<file path="src/hdl/pulse_config_pkg.sv">
package pulse_config_pkg;

   // Printed offsets are register indices; byte address is four times the index
   localparam logic [29:0] INDEX_PULSE_MODE = 30'h0000E610;
   localparam logic [29:0] INDEX_PHASE_A    = 30'h0000E614;
   localparam logic [29:0] INDEX_PHASE_B    = 30'h0000E615;
   localparam logic [29:0] INDEX_PHASE_C    = 30'h0000E616;

   localparam int NUM_OUTPUTS   = 3;
   localparam int NUM_PHASES    = 3;
   localparam int NUM_QUANTITY  = 5;
   localparam int REG_WIDTH     = 16;

   localparam int SEL1_LSB      = 0;
   localparam int SEL2_LSB      = 3;
   localparam int SEL3_LSB      = 6;
   localparam int DISABLE_LSB   = 9;
   localparam int LATCH_LSB     = 12;
   localparam int SPARE_BIT     = 15;
   localparam int COMP_WIDTH    = 10;

   localparam logic [15:0] PULSE_MODE_RESET = 16'h0E88;
   localparam logic [15:0] PHASE_COMP_RESET = 16'h0000;

   localparam logic [2:0] QTY_TOTAL_ACTIVE   = 3'h0;
   localparam logic [2:0] QTY_TOTAL_REACTIVE = 3'h1;
   localparam logic [2:0] QTY_APPARENT       = 3'h2;
   localparam logic [2:0] QTY_FUND_ACTIVE    = 3'h3;
   localparam logic [2:0] QTY_FUND_REACTIVE  = 3'h4;

   localparam logic [1:0] ALIAS_CODE = 2'h3;

   typedef struct packed {
      logic       spare;
      logic [2:0] energy_latch;
      logic [2:0] pin_disable;
      logic [2:0] pulse3_quantity_select;
      logic [2:0] pulse2_quantity_select;
      logic [2:0] pulse1_quantity_select;
   } pulse_mode_type;

   typedef struct packed {
      logic       on_voltage;
      logic [8:0] amount;
   } phase_comp_type;

endpackage

</file>
<file path="src/hdl/phase_comp_decode.sv">
`timescale 1ns/100ps
`default_nettype none
module phase_comp_decode
   import pulse_config_pkg::*;
(
   input  wire logic [15:0]    comp_reg_in,
   output phase_comp_type      comp_out
);

   logic [COMP_WIDTH-1:0] phase_comp_value;

   // Bits above the value are ignored
   assign phase_comp_value = comp_reg_in[COMP_WIDTH-1:0];

   always_comb
   begin
      // Upper half selects voltage channel
      comp_out.on_voltage = phase_comp_value[9];
      // Top quarter of each half aliases onto its first 128 codes
      if (phase_comp_value[8:7] == ALIAS_CODE)
         comp_out.amount = {2'h0, phase_comp_value[6:0]};
      else
         comp_out.amount = phase_comp_value[8:0];
   end

endmodule
`default_nettype wire

</file>
<file path="src/hdl/pulse_channel.sv">
`timescale 1ns/100ps
`default_nettype none
module pulse_channel
   import pulse_config_pkg::*;
#(
   parameter int POWER_WIDTH = 24
)
(
   input  wire logic                          clock_in,
   input  wire logic                          srst_in,
   input  wire logic [2:0]                    quantity_select_in,
   input  wire logic [NUM_PHASES-1:0]         phase_include_in,
   input  wire logic signed [POWER_WIDTH-1:0] power_in [NUM_QUANTITY][NUM_PHASES],
   output logic                               select_valid_out,
   output logic signed [POWER_WIDTH+1:0]      sum_out
);

   logic signed [POWER_WIDTH+1:0] term [NUM_PHASES];
   logic signed [POWER_WIDTH+1:0] next_sum;

   // Codes 101..111 are reserved and stop the converter
   assign select_valid_out = (quantity_select_in <= QTY_FUND_REACTIVE);

   genvar p;
   generate
      for (p = 0; p < NUM_PHASES; p++)
      begin : g_term
         // Included phases add their power; excluded ones add zero
         assign term[p] = (phase_include_in[p] && select_valid_out)
                        ? (POWER_WIDTH+2)'(power_in[quantity_select_in][p])
                        : '0;
      end
   endgenerate

   assign next_sum = term[0] + term[1] + term[2];

   always_ff @(posedge clock_in)
   begin
      if (srst_in)
         sum_out <= '0;
      else
         sum_out <= next_sum;
   end

endmodule
`default_nettype wire

</file>
<file path="src/hdl/pulse_output_config_regs.sv">
`timescale 1ns/100ps
`default_nettype none
module pulse_output_config_regs
   import pulse_config_pkg::*;
#(
   parameter int POWER_WIDTH = 24
)
(
   input  wire logic                          clock_in,
   input  wire logic                          srst_in,
   input  wire logic                          hsel_in,
   input  wire logic [31:0]                   haddr_in,
   input  wire logic [1:0]                    htrans_in,
   input  wire logic                          hwrite_in,
   input  wire logic [2:0]                    hsize_in,
   input  wire logic                          hready_in,
   input  wire logic [31:0]                   hwdata_in,
   output logic                               hreadyout_out,
   output logic                               hresp_out,
   output logic [31:0]                        hrdata_out,
   input  wire logic [8:0]                    phase_include_in,
   input  wire logic [NUM_OUTPUTS-1:0]        converter_pulse_in,
   input  wire logic signed [POWER_WIDTH-1:0] power_in [NUM_QUANTITY][NUM_PHASES],
   output logic [NUM_OUTPUTS-1:0]             converter_enable_out,
   output logic [NUM_OUTPUTS-1:0]             pulse_pin_out,
   output logic [NUM_OUTPUTS-1:0]             energy_latch_strobe_out,
   output logic signed [POWER_WIDTH+1:0]      channel_sum_out [NUM_OUTPUTS],
   output phase_comp_type                     phase_comp_out [NUM_PHASES]
);

   generate
      if (POWER_WIDTH < 2 || POWER_WIDTH > 60)
      begin : g_width_check
         $error("POWER_WIDTH out of range");
      end
   endgenerate

   pulse_mode_type              pulse_output_mode;
   logic [REG_WIDTH-1:0]        comp_reg [NUM_PHASES];
   logic                        data_write;
   logic                        data_hit;
   logic [1:0]                  data_slot;
   logic                        addr_valid;
   logic                        addr_hit;
   logic [1:0]                  addr_slot;
   logic [REG_WIDTH-1:0]        next_read;
   logic [2:0]                  quantity_select [NUM_OUTPUTS];
   logic [NUM_OUTPUTS-1:0]      select_valid;
   phase_comp_type              comp_decoded [NUM_PHASES];

   // Zero-wait slave: never stalls and never errors
   assign hreadyout_out = 1'b1;
   assign hresp_out     = 1'b0;

   assign addr_valid = hsel_in && htrans_in[1] && hready_in;

   always_comb
   begin
      addr_hit  = 1'b1;
      addr_slot = 2'h0;
      case (haddr_in[31:2])
         INDEX_PULSE_MODE : addr_slot = 2'h0;
         INDEX_PHASE_A    : addr_slot = 2'h1;
         INDEX_PHASE_B    : addr_slot = 2'h2;
         INDEX_PHASE_C    : addr_slot = 2'h3;
         default          : addr_hit  = 1'b0;
      endcase
   end

   // Address phase captured for the following data phase
   always_ff @(posedge clock_in)
   begin
      if (srst_in)
      begin
         data_write <= 1'b0;
         data_hit   <= 1'b0;
         data_slot  <= 2'h0;
      end
      else if (hready_in)
      begin
         data_write <= addr_valid && hwrite_in;
         data_hit   <= addr_valid && addr_hit;
         data_slot  <= addr_slot;
      end
   end

   always_ff @(posedge clock_in)
   begin
      if (srst_in)
         pulse_output_mode <= pulse_mode_type'(PULSE_MODE_RESET);
      else if (data_write && data_hit && data_slot == 2'h0)
         pulse_output_mode <= pulse_mode_type'(hwdata_in[REG_WIDTH-1:0]);
   end

   genvar i;
   generate
      for (i = 0; i < NUM_PHASES; i++)
      begin : g_comp
         always_ff @(posedge clock_in)
         begin
            if (srst_in)
               comp_reg[i] <= PHASE_COMP_RESET;
            else if (data_write && data_hit && data_slot == 2'(i + 1))
               comp_reg[i] <= hwdata_in[REG_WIDTH-1:0];
         end

         phase_comp_decode u_decode (
            .comp_reg_in (comp_reg[i]),
            .comp_out    (comp_decoded[i])
         );

         // Registered so downstream filters see a clean value
         always_ff @(posedge clock_in)
         begin
            if (srst_in)
               phase_comp_out[i] <= '0;
            else
               phase_comp_out[i] <= comp_decoded[i];
         end
      end
   endgenerate

   // A read right behind a write to the same word sees the new value
   always_comb
   begin
      next_read = '0;
      if (data_write && data_hit && data_slot == addr_slot)
         next_read = hwdata_in[REG_WIDTH-1:0];
      else
      begin
         case (addr_slot)
            2'h0    : next_read = pulse_output_mode;
            2'h1    : next_read = comp_reg[0];
            2'h2    : next_read = comp_reg[1];
            2'h3    : next_read = comp_reg[2];
            default : next_read = '0;
         endcase
      end
   end

   always_ff @(posedge clock_in)
   begin
      if (srst_in)
         hrdata_out <= '0;
      else if (addr_valid && !hwrite_in)
         hrdata_out <= addr_hit ? {16'h0000, next_read} : 32'h0000_0000;
   end

   assign quantity_select[0] = pulse_output_mode.pulse1_quantity_select;
   assign quantity_select[1] = pulse_output_mode.pulse2_quantity_select;
   assign quantity_select[2] = pulse_output_mode.pulse3_quantity_select;

   genvar k;
   generate
      for (k = 0; k < NUM_OUTPUTS; k++)
      begin : g_out
         pulse_channel #(
            .POWER_WIDTH (POWER_WIDTH)
         ) u_channel (
            .clock_in           (clock_in),
            .srst_in            (srst_in),
            .quantity_select_in (quantity_select[k]),
            .phase_include_in   (phase_include_in[3*k +: 3]),
            .power_in           (power_in),
            .select_valid_out   (select_valid[k]),
            .sum_out            (channel_sum_out[k])
         );

         // Converter runs whatever the pin disable says
         assign converter_enable_out[k] = select_valid[k];

         always_ff @(posedge clock_in)
         begin
            if (srst_in)
               pulse_pin_out[k] <= 1'b0;
            else
               pulse_pin_out[k] <= converter_pulse_in[k] && select_valid[k]
                                   && !pulse_output_mode.pin_disable[k];
         end

         // Latch follows the converter pulse, even with the pin disabled
         always_ff @(posedge clock_in)
         begin
            if (srst_in)
               energy_latch_strobe_out[k] <= 1'b0;
            else
               energy_latch_strobe_out[k] <= converter_pulse_in[k] && select_valid[k]
                                             && pulse_output_mode.energy_latch[k];
         end
      end
   endgenerate
endmodule
`default_nettype wire

</file>
<file path="config.mk">
export PLATFORM = sky130hd
export DESIGN_NAME = pulse_output_config_regs
export DESIGN_NICKNAME = d
export VERILOG_FILES = /design/src/hdl/pulse_config_pkg.sv /design/src/hdl/phase_comp_decode.sv /design/src/hdl/pulse_channel.sv /design/src/hdl/pulse_output_config_regs.sv
export SDC_FILE = /design/constraint.sdc
export NUM_CORES = 1
export LEC_CHECK = 0
export BUFFER_PORTS_ARGS = -buffer_cell sky130_fd_sc_hd__buf_2
export CAP_MARGIN = 40
export CORE_MARGIN = 4
export CORE_UTILIZATION = 30
export DETAILED_ROUTE_END_ITERATION = 8
export HOLD_SLACK_MARGIN = 0.06
export SETUP_SLACK_MARGIN = 0.4
export SLEW_MARGIN = 20
export SYNTH_ARGS = -nofsm -noshare
export SYNTH_HDL_FRONTEND = slang
export SYNTH_SLANG_ARGS = --single-unit
</file>
<file path="constraint.sdc">
create_clock -name clock_in -period 11.03 [get_ports clock_in]
set_clock_uncertainty 0.1 [all_clocks]
set_input_delay 3.309 -clock clock_in [delete_from_list [all_inputs] [get_ports clock_in]]
set_output_delay 3.309 -clock clock_in [all_outputs]
set_load 0.02 [all_outputs]
</file>
# == Word level (Yosys, flattened, before mapping) ==
# Memories as Yosys holds them, arrays and structs flattened.
# Cells that the tools add are included.
# classes
add_sub_neg,6
order_cmp,6
eq_ne,14
mux,37
bitwise_logic,6
reduce_logical,39
# ops
operator,count
$bmux W72 S3,3
$mux W72,6
$mux W26,9
$add A26 B26 Y26,6
$eq A30 B16 Y1 const B,4
$mux W16,5
$pmux W16 S4,1
$logic_and A1 B1 Y1,29
$eq A2 B2 Y1 const B,7
$ge A4 B4 Y1 const B,3
$mux W1,12
$not A3 Y4,3
$le A3 B3 Y1 const B,3
$pmux W2 S3,1
$reduce_or A2 Y1,3
$eq A2 B1 Y1 const B,2
$logic_not A1 Y1,4
$logic_not A2 Y1,2
$reduce_or A4 Y1,1
$or A1 B1 Y1,3
$eq A2 B2 Y1,1
# word_totals
register_bits,166
mem_bits_rw,48
input_bits,446
word_cells,137
memories,1
# mem_list
name,words,word_bits,rd,rd_ports_with_merged_regs,write_ports,line,source
comp_reg,3,16,3,0,3,pulse_output_config_regs.sv:39,logic [REG_WIDTH-1:0] comp_reg [NUM_PHASES];

# == Depth between registers and ports, before layout ==
# depth
ltp_word,7
mapped_depth,18
depth_no_buf,16

# == Modules after synthesis ==
# Synthesis repeated with hierarchy kept, for this count alone.
# unflattened
hier_cells,2383
area_unflattened_um2,21455.6
# modules_own_cells
module,n_inst,cells_per_inst,area_each_um2
pulse_channel (g_out[2].u_channel),1,658,5416.4
pulse_channel (g_out[0].u_channel),1,545,5370.2
pulse_channel (g_out[1].u_channel),1,652,5336.4
pulse_output_config_regs,1,498,5107.4
phase_comp_decode,3,10,75.1

# == Worst setup path after synthesis ==
# Ideal clock, no wire load.
# synth_timing
path_type,input port to flip-flop
start,input port phase_include_in[3]
end,register g_out[1].u_channel.sum_out[21]
setup_ns,0.128
t_arrival_ns,6.674
slack_ns,4.128
stages,16
path_buffers,2
path_cell_list,and2_1 clkbuf_1 clkbuf_1 nand2_1 fa_1 inv_1 ha_1 fa_1 nand3_1 a21oi_2 a2111oi_4 o311ai_1 a2111oi_2 o21ai_1 xnor2_1 nor2_1
# synth_via
elab_chain_len,4
# synth_rtl
item,line,source
"start, declared",pulse_output_config_regs.sv:21,"input wire logic [8:0] phase_include_in,"
$logic_and A1 B1 Y1,pulse_channel.sv:29,assign term[p] = (phase_include_in[p] && select_valid_out)
$mux W26,pulse_channel.sv:30,? (POWER_WIDTH+2)'(power_in[quantity_select_in][p])
$add A26 B26 Y26 (2 in series),pulse_channel.sv:35,assign next_sum = term[0] + term[1] + term[2];
"end signal, assigned",pulse_channel.sv:42,sum_out <= next_sum;
"end, declared",pulse_channel.sv:15,output logic signed [POWER_WIDTH+1:0] sum_out
# No other way between the ends.
# A chain may end at the register's enable or synchronous reset.

# == Worst setup path in the final report ==
# layout_timing
start,input port phase_include_in[1]
end,register g_out[0].u_channel.sum_out[23]
# layout_via
elab_chain_len,4
# layout_rtl
item,line
$logic_and A1 B1 Y1,pulse_channel.sv:29
$mux W26,pulse_channel.sv:30
$add A26 B26 Y26 (2 in series),pulse_channel.sv:35
"end signal, assigned",pulse_channel.sv:42
"end, declared",pulse_channel.sv:15
# No other way between the ends.

==> results.txt <==
initial antenna violation count -> 24
P_sw -> 949.2 uW
number of buffers added for setup after CTS -> 0
outcome -> finished, final reports clean
number of synthesized register bits -> 198
Flop pwr share -> 33.7%
root buffer cell -> clkbuf_16
TritonCTS clock tree -> yes
Slew Limit Fails -> 0
CP required -> 11.34 ns
Yosys warning total -> 0
Min-Delay Path Class -> reg -> reg
static leakage -> 11.13 nW
wire per inst -> 25.60 microns
vias per cell -> 5.352
Peak supply drop -> 115.0 uV
flop2flop setup slack -> 5.08 ns
main flop type after synthesis -> dfxtp_1
Clock transition at path regs -> 0.08 ns
Routability Congestion -> 0.9676
floorplan row count -> 96
Power Density -> 97.92 mW/mm^2
Hold Crit Endpoint -> hrdata_out[3]$_SDFFE_PP0P_
RSZ-0062 raised after global routing -> false
synthesized cell area -> 0.02071 sq mm
cells after synthesis -> 2126
die area -> 0.07331 sq mm
Top Ports -> 597
DRT Wirelength -> 89710 microns
Async SR Flop Fraction -> 0%
Max-Cap Viols -> 0
vias -> 18750
number of synthesized flops with an enable pin -> 48
Comb power frac -> 38.0%
ratio of final minimum period to clock period -> 67.15%
CTS Buffer Depth -> 2
Core Area -> 0.06847 sq mm
switch share -> 38.79%
Clock power frac -> 28.3%
Syn-to-layout area delta -> 20.62%
RR Startpoint -> pulse_output_mode[0]$_SDFFE_PP0P_
Post-DRT Antenna Nets -> 0
hold path depth -> 2
worst slew pin tran -> 0.8595 ns
critical path startpoint category -> primary input
largest net degree at the start of global routing -> 65
Hold-fix buffers, CTS -> 0
GRT overflow -> 0
Resized Gates After CTS -> 0
Die Ht -> 270.8 microns
DRT Pass-1 Iters -> 5
Final #Nets -> 3187
crit-path max FO -> 20
critical path launch point -> phase_include_in[1]
Worst Path Arrival -> 7.71 ns
post-route minimum period -> 7.406 ns
share of cells above drive strength 1 -> 38.82%
Post-Syn Area per Cell -> 9.743 sq um
total CTS buffers -> 17
Synth cell types -> 86
f_max -> 135.0 MHz
type of the worst setup path -> in -> reg
vias in the first global route -> 18760
PortBufs -> 556
HP Start -> hrdata_out[3]$_SDFFE_PP0P_
fill count -> 7105
Largest register FFs -> 78
sequential area share after synthesis -> 21.46%
Slew headroom -> 42.49%
Clock Latency Late Sink -> 0.50 ns
HPWL Detailed -> 71790 microns
setup TNS -> 0 ns
H-tree lvl count -> 4
initial core utilization -> 30.25%
die width -> 270.8 microns
CP Capture Type -> flop
Hold Fails Final Rpt -> 0
Worst Reg-to-Reg Cells -> 16
CTS Sinks -> 198
R2R Path End -> g_out[0].u_channel.sum_out[23]$_SDFF_PP0_
Int Power -> 1.497 mW
First DRT Iteration DRCs -> 1584
Total Routing Usage GR -> 23.83%
hold_ws -> 0.3563 ns
DRC Markers -> 0
setup violators final -> 0
first-pass GRT wire length -> 128200 microns
## per-layer routing
metal	vias to the layer above	part of all wire [%]	GRT usage, %
met1	9294	42	31.25
met5	-	0.11	0
li1	8528	-	-
met2	802	48	40.14
met3	114	7.4	5.507
met4	14	2.3	5.585
## cells in the mapped netlist, drive strengths merged, types with 8 or more instances
master	number	area [sq um]
nand3b	9	67.56
inv	142	533.0
nand2b	18	112.6
nand3	22	110.1
mux2	127	1430
dfxtp	150	3003
nor2b	53	331.6
mux2i	38	380.4
edfxtp	48	1441
and2	60	375.4
buf	69	367.9
a21o	29	219.0
a21oi	75	379.1
o21a	8	60.06
nand4	8	50.05
o22ai	12	75.07
a22o	23	201.4
nor3	15	75.07
mux4	216	4865
fa	75	1501
a31oi	11	68.82
ha	72	900.9
clkbuf	93	369.1
nor2	124	465.5
o21ai	49	264.0
xor2	22	192.7
nand2	410	1539
xnor2	34	297.8
a211oi	9	72.57
## logic make-up (layout without fill, tap and decap cells)
group / after synthesis / after routing / share of synthesized area [%]
simple gates: 761 / 761 / 16.77
fa+ha+maj: 148 / 148 / 11.65
compound gates: 274 / 274 / 9.260
flops: 198 / 198 / 21.46
buf+inv: 306 / 771 / 6.240
xor+xnor: 56 / 56 / 2.368
other cells: 2 / 33 / 0.03626
mux: 381 / 381 / 32.23
## layout make-up
cell class / instances / area [sq um] / share of cell area (%)
Clock buffer: 18 / 439.2 / 1.758
Sequential cell: 198 / 4476 / 17.91
Clock inverter: 14 / 182.7 / 0.7311
Inverter: 142 / 533.0 / 2.133
Multi-Input combinational cell: 1638 / 15060 / 60.27
Tap cell: 882 / 1104 / 4.417
Timing Repair Buffer: 597 / 3156 / 12.63
Antenna cell: 15 / 37.54 / 0.1502
## how the worst max path moves through the flow
stage,endpoint,slack (ns)
floorplan,g_out[1].u_channel.sum_out[21]$_SDFF_PP0_,4.13
global placement,g_out[1].u_channel.sum_out[21]$_SDFF_PP0_,3.09
detailed placement,g_out[0].u_channel.sum_out[25]$_SDFF_PP0_,3.16
CTS,g_out[0].u_channel.sum_out[25]$_SDFF_PP0_,3.67
global route,g_out[0].u_channel.sum_out[23]$_SDFF_PP0_,3.36
finish,g_out[0].u_channel.sum_out[23]$_SDFF_PP0_,3.62
## layout by cell type (no fill, tap or decap), types with 6 or more instances in the layout
master | Yosys | layout
nor2_1 | 124 | 123
nand3_1 | 22 | 22
diode_2 | 0 | 15
a21oi_1 | 74 | 73
a221oi_1 | 6 | 6
nor3_1 | 15 | 12
buf_4 | 21 | 37
edfxtp_1 | 48 | 48
ha_1 | 72 | 72
a31oi_1 | 11 | 11
o21ai_0 | 42 | 42
nand3b_1 | 9 | 9
a211oi_1 | 8 | 8
nand4_1 | 8 | 8
buf_2 | 24 | 555
a21o_1 | 28 | 28
mux2_2 | 126 | 126
conb_1 | 2 | 18
fa_1 | 75 | 75
and2_1 | 60 | 60
xnor2_1 | 34 | 34
nor2b_1 | 53 | 53
o22ai_1 | 12 | 12
a22o_1 | 23 | 23
mux2i_1 | 38 | 38
dfxtp_1 | 150 | 141
clkbuf_16 | 0 | 17
inv_1 | 141 | 141
nand2b_1 | 18 | 18
inv_8 | 0 | 6
mux4_2 | 216 | 216
o21a_1 | 8 | 8
dfxtp_4 | 0 | 8
nand2_1 | 410 | 410
nor3b_1 | 6 | 6
o31ai_1 | 6 | 6
xor2_1 | 22 | 22
## through the flow
stage | cell area (sq um) | power, mW | utilization, % | cells | worst slack (ns)
after floorplan | 20770 | 1.401 | - | 2142 | 4.128
after global placement | 24210 | 1.765 | 35.36 | 3450 | 3.090
after detailed placement | 24300 | 1.772 | 35.49 | 3456 | 3.156
after CTS | 24920 | 2.472 | 36.40 | 3488 | 3.675
after global routing | 24970 | 2.580 | 36.47 | 3497 | 3.363
final | 24990 | 2.447 | 36.49 | 3504 | 3.624
## worst max-delay path: stages
cell and delay (ns):
buf_2 0.15, and2_1 0.26, buf_4 0.42, nand2_1 0.15
fa_1 0.48, inv_1 0.07, ha_1 0.23, fa_1 0.24
a21oi_1 0.10, nand4b_1 0.22, a31o_2 0.30, a211oi_1 0.50
a21oi_1 0.25, o21ai_0 0.62, a211oi_1 0.18, nor3_1 0.20
## power groups by stage
| stage | Clock (mW) | Combinational, mW | Sequential [mW] |
|---|---|---|---|
| after CTS | 0.711 | 0.933 | 0.827 |
| final | 0.692 | 0.930 | 0.825 |
| after detailed placement | 0 | 0.929 | 0.844 |
| after floorplan | 0 | 0.486 | 0.915 |
| after global placement | 0 | 0.921 | 0.843 |
| after global routing | 0.736 | 1.01 | 0.833 |
No activity file was read; power rests on OpenSTA's default activity.
